File: src/uqs_pkg.sv
// Purpose: constants for the shared request queue event counter
// Assumes: one uncore clock, event code and unit mask as plain inputs
// Notes:   event codes and masks are the hardware's selection values
// Behaviour
// - 03h/20h counts write tracker miss allocations
// - 03h/40h counts snoop tracker miss allocations
// - 04h/01h counts link input busy cycles
// - 04h/02h counts memory controller input busy cycles
// - 04h/04h counts cache input busy cycles
// - 04h/08h counts cores 0/2 input busy
// - 04h/10h counts cores 1/3 input busy
// - 05h/01h counts link or memory output busy
// - 05h/02h counts cache output busy cycles
// - 05h/04h counts cores output busy cycles
// - mask 01h counts responses, line absent
// - mask 02h counts responses, line shared
// - mask 04h counts exclusive hits forwarded shared
// - mask 08h counts modified hits forwarded modified
// - mask 10h counts conflict responses, both homes
// - 06h/20h counts local read-snoop modified responses
package uqs_pkg;
  localparam int unsigned CNT_W = 48;
  localparam logic [7:0] EV_ALLOC    = 8'h03;
  localparam logic [7:0] EV_DATA_IN  = 8'h04;
  localparam logic [7:0] EV_DATA_OUT = 8'h05;
  localparam logic [7:0] EV_SNP_LCL  = 8'h06;
  localparam logic [7:0] EV_SNP_RMT  = 8'h07;
  localparam logic [7:0] UM_WT_MISS  = 8'h20;
  localparam logic [7:0] UM_PP_MISS  = 8'h40;
  localparam logic [7:0] UM_IN_LINK  = 8'h01;
  localparam logic [7:0] UM_IN_MEM   = 8'h02;
  localparam logic [7:0] UM_IN_LLC   = 8'h04;
  localparam logic [7:0] UM_IN_C02   = 8'h08;
  localparam logic [7:0] UM_IN_C13   = 8'h10;
  localparam logic [7:0] UM_OUT_LM   = 8'h01;
  localparam logic [7:0] UM_OUT_LLC  = 8'h02;
  localparam logic [7:0] UM_OUT_CORE = 8'h04;
  localparam logic [7:0] UM_SR_I     = 8'h01;
  localparam logic [7:0] UM_SR_S     = 8'h02;
  localparam logic [7:0] UM_SR_FWD_S = 8'h04;
  localparam logic [7:0] UM_SR_FWD_I = 8'h08;
  localparam logic [7:0] UM_SR_CONF  = 8'h10;
  localparam logic [7:0] UM_SR_WB    = 8'h20;
  // Snoop response class encoding on i_snp_resp_class
  localparam logic [2:0] SR_I     = 3'h0;
  localparam logic [2:0] SR_S     = 3'h1;
  localparam logic [2:0] SR_FWD_S = 3'h2;
  localparam logic [2:0] SR_FWD_I = 3'h3;
  localparam logic [2:0] SR_CONF  = 3'h4;
  localparam logic [2:0] SR_WB    = 3'h5;
endpackage : uqs_pkg

File: src/uqs_event_counter.sv
// Purpose: select one queue event by code and mask and count it
// Assumes: all event inputs are on the uncore clock, sampled as levels each cycle
// Notes:   counter wraps silently; overflow handling lives elsewhere
`timescale 1ns/1ps
module uqs_event_counter
  import uqs_pkg::*;
(
  input  wire logic             i_clk_sys,
  input  wire logic             i_reset_n,
  input  wire logic [7:0]       i_event_code,
  input  wire logic [7:0]       i_unit_mask,
  input  wire logic             i_count_clear,
  input  wire logic             i_write_tracker_miss_alloc,
  input  wire logic             i_snoop_tracker_miss_alloc,
  input  wire logic             i_link_input_busy,
  input  wire logic             i_memctl_input_busy,
  input  wire logic             i_llc_input_busy,
  input  wire logic             i_even_cores_input_busy,
  input  wire logic             i_odd_cores_input_busy,
  input  wire logic             i_link_mem_output_busy,
  input  wire logic             i_llc_output_busy,
  input  wire logic             i_cores_output_busy,
  input  wire logic             i_snp_resp_valid,
  input  wire logic             i_snp_resp_remote,
  input  wire logic [2:0]       i_snp_resp_class,
  output logic                  o_event_hit,
  output logic [CNT_W-1:0]      o_count
);

  // Slot per listed code and mask pair; unlisted pairs have none
  localparam int unsigned NCOND     = 21;
  localparam int unsigned C_WT      = 0;
  localparam int unsigned C_PP      = 1;
  localparam int unsigned C_IN_LINK = 2;
  localparam int unsigned C_IN_MEM  = 3;
  localparam int unsigned C_IN_LLC  = 4;
  localparam int unsigned C_IN_C02  = 5;
  localparam int unsigned C_IN_C13  = 6;
  localparam int unsigned C_OUT_LM  = 7;
  localparam int unsigned C_OUT_LLC = 8;
  localparam int unsigned C_OUT_CR  = 9;
  localparam int unsigned C_L_I     = 10;
  localparam int unsigned C_L_S     = 11;
  localparam int unsigned C_L_FS    = 12;
  localparam int unsigned C_L_FI    = 13;
  localparam int unsigned C_L_CONF  = 14;
  localparam int unsigned C_L_WB    = 15;
  localparam int unsigned C_R_I     = 16;
  localparam int unsigned C_R_S     = 17;
  localparam int unsigned C_R_FS    = 18;
  localparam int unsigned C_R_FI    = 19;
  localparam int unsigned C_R_CONF  = 20;

  // Bit positions of the decoded response class
  localparam int unsigned NCLS      = 6;
  localparam int unsigned K_I       = 0;
  localparam int unsigned K_S       = 1;
  localparam int unsigned K_FWD_S   = 2;
  localparam int unsigned K_FWD_I   = 3;
  localparam int unsigned K_CONF    = 4;
  localparam int unsigned K_WB      = 5;

  // Counter halves; the split keeps each carry chain short
  localparam int unsigned CNT_LO_W  = CNT_W / 2;
  localparam int unsigned CNT_HI_W  = CNT_W - CNT_LO_W;

  logic [NCOND-1:0]    grp_alloc;
  logic [NCOND-1:0]    grp_in;
  logic [NCOND-1:0]    grp_out;
  logic [NCOND-1:0]    grp_lcl;
  logic [NCOND-1:0]    grp_rmt;
  logic [NCOND-1:0]    sel_vec;
  logic [NCOND-1:0]    cond_alloc;
  logic [NCOND-1:0]    cond_in;
  logic [NCOND-1:0]    cond_out;
  logic [NCOND-1:0]    cond_lcl;
  logic [NCOND-1:0]    cond_rmt;
  logic [NCOND-1:0]    cond_vec;
  logic [NCOND-1:0]    match_vec;
  logic [NCLS-1:0]     cls_hot;
  logic                snp_local;
  logic                snp_remote;
  logic                hit_any;
  logic                event_hit_nxt;
  logic                event_hit_r;
  logic                lo_carry;
  logic [CNT_LO_W-1:0] count_lo_nxt;
  logic [CNT_HI_W-1:0] count_hi_nxt;
  logic [CNT_LO_W-1:0] count_lo_r;
  logic [CNT_HI_W-1:0] count_hi_r;

  // Allocation group: only the two miss allocations
  function automatic logic [NCOND-1:0] uqs_sel_alloc(
    input logic [7:0] mask
  );
    logic [NCOND-1:0] sel;
    sel = '0;
    case (mask)
      UM_WT_MISS: sel[C_WT] = 1'b1;
      UM_PP_MISS: sel[C_PP] = 1'b1;
      default:    sel = '0;
    endcase
    return sel;
  endfunction : uqs_sel_alloc

  // Input data ports
  function automatic logic [NCOND-1:0] uqs_sel_in(
    input logic [7:0] mask
  );
    logic [NCOND-1:0] sel;
    sel = '0;
    case (mask)
      UM_IN_LINK: sel[C_IN_LINK] = 1'b1;
      UM_IN_MEM:  sel[C_IN_MEM]  = 1'b1;
      UM_IN_LLC:  sel[C_IN_LLC]  = 1'b1;
      UM_IN_C02:  sel[C_IN_C02]  = 1'b1;
      UM_IN_C13:  sel[C_IN_C13]  = 1'b1;
      default:    sel = '0;
    endcase
    return sel;
  endfunction : uqs_sel_in

  // Output data ports
  function automatic logic [NCOND-1:0] uqs_sel_out(
    input logic [7:0] mask
  );
    logic [NCOND-1:0] sel;
    sel = '0;
    case (mask)
      UM_OUT_LM:   sel[C_OUT_LM]  = 1'b1;
      UM_OUT_LLC:  sel[C_OUT_LLC] = 1'b1;
      UM_OUT_CORE: sel[C_OUT_CR]  = 1'b1;
      default:     sel = '0;
    endcase
    return sel;
  endfunction : uqs_sel_out

  // Both homes share one mask table; remote write-back is not ours
  function automatic logic [NCOND-1:0] uqs_sel_snoop(
    input logic [7:0] mask,
    input logic       remote
  );
    logic [NCOND-1:0] sel;
    sel = '0;
    if (!remote) begin
      case (mask)
        UM_SR_I:     sel[C_L_I]    = 1'b1;
        UM_SR_S:     sel[C_L_S]    = 1'b1;
        UM_SR_FWD_S: sel[C_L_FS]   = 1'b1;
        UM_SR_FWD_I: sel[C_L_FI]   = 1'b1;
        UM_SR_CONF:  sel[C_L_CONF] = 1'b1;
        UM_SR_WB:    sel[C_L_WB]   = 1'b1;
        default:     sel = '0;
      endcase
    end else begin
      case (mask)
        UM_SR_I:     sel[C_R_I]    = 1'b1;
        UM_SR_S:     sel[C_R_S]    = 1'b1;
        UM_SR_FWD_S: sel[C_R_FS]   = 1'b1;
        UM_SR_FWD_I: sel[C_R_FI]   = 1'b1;
        UM_SR_CONF:  sel[C_R_CONF] = 1'b1;
        default:     sel = '0;
      endcase
    end
    return sel;
  endfunction : uqs_sel_snoop

  // Unknown class codes decode to nothing and never count
  function automatic logic [NCLS-1:0] uqs_class_hot(
    input logic [2:0] cls
  );
    logic [NCLS-1:0] hot;
    hot = '0;
    case (cls)
      SR_I:     hot[K_I]     = 1'b1;
      SR_S:     hot[K_S]     = 1'b1;
      SR_FWD_S: hot[K_FWD_S] = 1'b1;
      SR_FWD_I: hot[K_FWD_I] = 1'b1;
      SR_CONF:  hot[K_CONF]  = 1'b1;
      SR_WB:    hot[K_WB]    = 1'b1;
      default:  hot = '0;
    endcase
    return hot;
  endfunction : uqs_class_hot

  // Unlisted event codes leave every group empty
  always_comb begin
    grp_alloc = '0;
    if (i_event_code == EV_ALLOC) begin
      grp_alloc = uqs_sel_alloc(i_unit_mask);
    end
  end

  always_comb begin
    grp_in = '0;
    if (i_event_code == EV_DATA_IN) begin
      grp_in = uqs_sel_in(i_unit_mask);
    end
  end

  always_comb begin
    grp_out = '0;
    if (i_event_code == EV_DATA_OUT) begin
      grp_out = uqs_sel_out(i_unit_mask);
    end
  end

  always_comb begin
    grp_lcl = '0;
    if (i_event_code == EV_SNP_LCL) begin
      grp_lcl = uqs_sel_snoop(i_unit_mask, 1'b0);
    end
  end

  always_comb begin
    grp_rmt = '0;
    if (i_event_code == EV_SNP_RMT) begin
      grp_rmt = uqs_sel_snoop(i_unit_mask, 1'b1);
    end
  end

  assign sel_vec = grp_alloc |
                   grp_in    |
                   grp_out   |
                   grp_lcl   |
                   grp_rmt;

  // Direction split first, class decode shared by both homes
  assign cls_hot = uqs_class_hot(i_snp_resp_class);
  always_comb begin
    snp_local  = i_snp_resp_valid && !i_snp_resp_remote;
    snp_remote = i_snp_resp_valid && i_snp_resp_remote;
  end

  // Byte width per cycle does not matter: one busy cycle, one count
  always_comb begin
    cond_alloc = '0;
    cond_alloc[C_WT] = i_write_tracker_miss_alloc;
    cond_alloc[C_PP] = i_snoop_tracker_miss_alloc;
  end

  always_comb begin
    cond_in = '0;
    cond_in[C_IN_LINK] = i_link_input_busy;
    cond_in[C_IN_MEM]  = i_memctl_input_busy;
    cond_in[C_IN_LLC]  = i_llc_input_busy;
    cond_in[C_IN_C02]  = i_even_cores_input_busy;
    cond_in[C_IN_C13]  = i_odd_cores_input_busy;
  end

  always_comb begin
    cond_out = '0;
    cond_out[C_OUT_LM]  = i_link_mem_output_busy;
    cond_out[C_OUT_LLC] = i_llc_output_busy;
    cond_out[C_OUT_CR]  = i_cores_output_busy;
  end

  always_comb begin
    cond_lcl = '0;
    cond_lcl[C_L_I]    = snp_local && cls_hot[K_I];
    cond_lcl[C_L_S]    = snp_local && cls_hot[K_S];
    cond_lcl[C_L_FS]   = snp_local && cls_hot[K_FWD_S];
    cond_lcl[C_L_FI]   = snp_local && cls_hot[K_FWD_I];
    cond_lcl[C_L_CONF] = snp_local && cls_hot[K_CONF];
    cond_lcl[C_L_WB]   = snp_local && cls_hot[K_WB];
  end

  always_comb begin
    cond_rmt = '0;
    cond_rmt[C_R_I]    = snp_remote && cls_hot[K_I];
    cond_rmt[C_R_S]    = snp_remote && cls_hot[K_S];
    cond_rmt[C_R_FS]   = snp_remote && cls_hot[K_FWD_S];
    cond_rmt[C_R_FI]   = snp_remote && cls_hot[K_FWD_I];
    cond_rmt[C_R_CONF] = snp_remote && cls_hot[K_CONF];
  end

  assign cond_vec = cond_alloc |
                    cond_in    |
                    cond_out   |
                    cond_lcl   |
                    cond_rmt;

  // Only the selected slot can reach the counter
  for (genvar g = 0; g < NCOND; g++) begin : g_match
    assign match_vec[g] = sel_vec[g] & cond_vec[g];
  end

  always_comb begin
    hit_any       = |match_vec;
    event_hit_nxt = hit_any && !i_count_clear;
  end

  // Clear drops a same-cycle hit, so the pulse and count agree
  always_ff @(posedge i_clk_sys or negedge i_reset_n) begin
    if (!i_reset_n) begin
      event_hit_r <= 1'b0;
    end else begin
      event_hit_r <= event_hit_nxt;
    end
  end

  // Clear beats a same-cycle hit; counter is software state
  always_comb begin
    lo_carry     = &count_lo_r;
    count_lo_nxt = count_lo_r;
    count_hi_nxt = count_hi_r;
    if (i_count_clear) begin
      count_lo_nxt = '0;
      count_hi_nxt = '0;
    end else if (hit_any) begin
      count_lo_nxt = count_lo_r + CNT_LO_W'(1);
      if (lo_carry) begin
        count_hi_nxt = count_hi_r + CNT_HI_W'(1);
      end
    end
  end

  always_ff @(posedge i_clk_sys or negedge i_reset_n) begin
    if (!i_reset_n) begin
      count_lo_r <= '0;
    end else begin
      count_lo_r <= count_lo_nxt;
    end
  end

  always_ff @(posedge i_clk_sys or negedge i_reset_n) begin
    if (!i_reset_n) begin
      count_hi_r <= '0;
    end else begin
      count_hi_r <= count_hi_nxt;
    end
  end

  // Both halves move on one edge, so the joined value never tears
  assign o_event_hit = event_hit_r;
  assign o_count     = {count_hi_r, count_lo_r};

endmodule : uqs_event_counter

File: config.mk
export PLATFORM = sky130hd
export DESIGN_NAME = uqs_event_counter
export DESIGN_NICKNAME = d
export VERILOG_FILES = /design/src/uqs_pkg.sv /design/src/uqs_event_counter.sv
export SDC_FILE = /design/constraint.sdc
export NUM_CORES = 1
export LEC_CHECK = 0
export BUFFER_PORTS_ARGS = -buffer_cell sky130_fd_sc_hd__clkbuf_2
export CAP_MARGIN = 5
export CORE_ASPECT_RATIO = 1.75
export CORE_UTILIZATION = 54
export CTS_CLUSTER_DIAMETER = 50
export DETAILED_ROUTE_END_ITERATION = 6
export GPL_ROUTABILITY_DRIVEN = 0
export MAX_ROUTING_LAYER = met4
export PLACE_DENSITY = 0.78
export SLEW_MARGIN = 20
export SYNTH_ARGS = -nofsm -noshare
export SYNTH_HDL_FRONTEND = slang
export SYNTH_SLANG_ARGS = --single-unit
File: constraint.sdc
create_clock -name i_clk_sys -period 3.9 [get_ports i_clk_sys]
set_clock_uncertainty 0.1 [all_clocks]
set_input_delay 0.78 -clock i_clk_sys [delete_from_list [all_inputs] [get_ports i_clk_sys]]
set_output_delay 0.78 -clock i_clk_sys [all_outputs]
set_load 0.02 [all_outputs]
==> results by group <==
Status
  • Status: finished, violations left
  • Failing checks: design-rule violations

Clock network
  • CTS sink count: 49
  • # H-tree levels: 2
  • CTS buffer count: 5
  • Clock latency on the worst-skew pair: 0.30 ns
  • CTS root buffer: clkbuf_8
  • Clock Pin Slew Worst Setup and Hold Paths: 0.09 ns
  • Cts hold-fix bufs: 0
  • Post-CTS Setup Inserts: 0
  • Clk buf depth: 2
  • Post-CTS resize count: 0
  • CTS tree: built

Floorplan
  • Die ar.: 0.00571 mm²
  • I/O pins: 83
  • Row count: 35
  • Starting Density: 55.9%
  • Die H: 99.2 µm
  • Die W: 57.5 µm
  • Core region area: 0.00521 mm²

Timing
  • Hold Fails Final Rpt: 0
  • Worst setup margin: 0.388 ns
  • # setup viols final: 0
  • Min Tclk post-route: 3.51 ns
  • FMAX: 285 MHz
  • RSZ-0062 raised after global routing: no
  • Slew Limit Fails: 0
  • Slew @ Worst Pin: 0.990 ns
  • TNS Setup: 0 ns
  • Fin crit share: 90.0%
  • Hold_ws: 0.389 ns
  • Relative slew slack: 34.0%

Power and ir drop
  • Net Sw Frac: 23.7%
  • Clock Power Share: 37.2%
  • Pwr/cell area: 261 mW/mm²
  • P_leak: 1.54 nW
  • VDD IR max: 199 µV
  • P_sw: 215 µW
  • Comb power frac: 6.8%
  • Int Pwr: 693 µW
  • Part of the power in registers: 55.9%

Global routing
  • GR Layer Usage met1: 31.3%
  • First-pass GRT wire length: 11300 µm
  • Met3 Usage GRT: 2.99%
  • Vias in the first global route: 2515
  • Grt met2 use: 42.7%
  • Total congestion overflow: 0
  • Initial antenna violation count: 0
  • Grt peak-use layer: met2
  • Largest net degree at the start of global routing: 50
  • Total GRT Usage: 25.5%

Critical path
  • Crit. End Element: flop
  • Worst r2r src: count_lo_r[3]
  • Worst setup SP type: primary input
  • Worst Path Arrival: 3.61 ns
  • Slowest CP cell: or4_1
  • Crit path buf inv count: 2
  • CP required: 4.00 ns
  • Worst path cell trace: clkbuf_2 > or4_1 > a2111oi_0 > o21ai_0 > a32oi_1 > buf_4 > o21ai_0 > or3_1 > a21oi_1
  • Crit path from: i_unit_mask[4]
  • CP delay by family, top: compound AO/OA/AOI/OAI gates
  • Largest stage delay, worst path: 0.65 ns
  • WS Path Type: in -> reg
  • Crit path max fanout: 20
  • CP dominant cell by count: o21ai_0

Finish
  • # fillers: 447
  • FF+latch area: 0.00123 mm²
  • Multi-input gate area: 0.00159 mm²
  • Share of layout cells above drive strength 1: 25.5%
  • Most frequent cells in the layout: 82 x clkbuf_2, 49 x dfrtp_1, 30 x a21oi_1
  • N_diodes: 0
  • Design area: 0.00347 mm²
  • P&R area growth vs syn: 19.1%
  • Most common cell after layout, fill and taps aside: clkbuf_2
  • Final #Nets: 439

Logic synthesis
  • Area leader, netlist: dfrtp_1
  • Syn_nets: 365
  • Yosys cell types: 42
  • Syn Inst Count: 329
  • Most common flop cell mapped by yosys: dfrtp_1
  • Post-Syn Area: 0.00292 mm²
  • Syn avg cell area: 8.86 µm²
  • FF+latch count, synth: 49
  • Synth top area share: 42.1%
  • Synth area leaders: dfrtp_1 42%, xor2_1 5.4%, a21oi_1 5.2%
  • FFs w/ async S/R, synth: 100%
  • Seq/Total Area, Yosys: 42.1%
  • YS warnings: 0
  • Post-synth EDFFs: 0

Drt
  • Post-DR wirelength/cell: 15.4 µm
  • Residual DRC: 6
  • Final ANT Viol Nets: 0
  • DRT Pass-1 Iters: 7
  • Routed vias: 2873
  • Initial DRC count: 161
  • Post-Route WL: 7060 µm
  • Via-per-instance ratio: 6.26

Placed design
  • Worst slack, placed: 0.0854 ns
  • DP Area: 0.00337 mm²
  • Final HPWL DP: 5160 µm
  • PortBufs: 82

Min path
  • Hold crit path type: in -> async

Run
  • Max-cap violations: 0
==> cells in the mapped netlist, types with 4 or more instances <==
master      n
dfrtp_1    49
a21oi_1    30
nor2_1     26
o21ai_0    24
or3_1      19
xor2_1     18
clkbuf_1   15
nand3_1    15
nand2_1    14
or4_1      12
and3_1     10
nand3b_1   10
o211ai_1   10
o31ai_1    10
o2111ai_1   8
inv_1       7
nand4_1     7
and2_1      4
==> final timing paths <==
kind                                  endpoint  slack [ns]  cells past startpoint
min in group i_clk_sys          count_hi_r[22]        0.48                      2
worst min register to register  count_hi_r[22]        0.48                      2
worst max-delay path            count_lo_r[15]        0.39                      9
worst max register to register  count_hi_r[14]        1.14                      9
worst min-delay path             count_hi_r[7]        0.39                      1
max in group asynchronous       count_lo_r[17]        2.52                      2
==> cell families (layout without fill, tap and decap cells) <==
family                     Yosys count  count (layout)  synth area share (%)
adders and majority gates            2               2                 0.858
muxes                                2               2                 0.687
DFF                                 49              49                  42.1
buffers and inverters               28             103                  3.86
and+or+nand+nor                    137             137                  27.1
xor gates and xnor gates            18              18                  5.41
AOI/OAI and AO/OA                   93              93                  20.0
==> layer usage <==
layer | part of all wire (%) | vias to the layer above
li1 | - | 1390
met1 | 41 | 1391
met2 | 53 | 82
met3 | 4.0 | 10
met4 | 1.4 | 0
met5 | 0 | -
==> power by group through the flow <==
stage | Sequential, mW | Clock (mW) | Combinational, mW
after detailed placement | 0.518 | 0 | 0.0624
after CTS | 0.508 | 0.345 | 0.0626
after global placement | 0.518 | 0 | 0.0609
final | 0.508 | 0.338 | 0.0620
after floorplan | 0.518 | 0 | 0.0249
after global routing | 0.508 | 0.360 | 0.0687
==> layout make-up <==
type,instances,area share [%]
Timing Repair Buffer,88,13.1
Inverter,7,0.756
Clock buffer,7,2.77
Sequential cell,49,35.3
Multi-Input combinational cell,252,45.8
Clock inverter,1,0.252
Tap cell,55,1.98
==> metrics by stage <==
step	power [mW]	instances	util (%)
final	0.908	459	66.7
after global routing	0.937	459	66.7
after CTS	0.915	459	66.7
after detailed placement	0.580	451	64.6
after global placement	0.579	451	64.6
after floorplan	0.543	329	-
==> flip-flops by register name, indices dropped and copies added, names as in the netlist <==
| signal | cells |
|---|---|
| count_hi_r | 24 |
| count_lo_r | 24 |
| o_event_hit | 1 |
(Power assumes the default switching activity.)
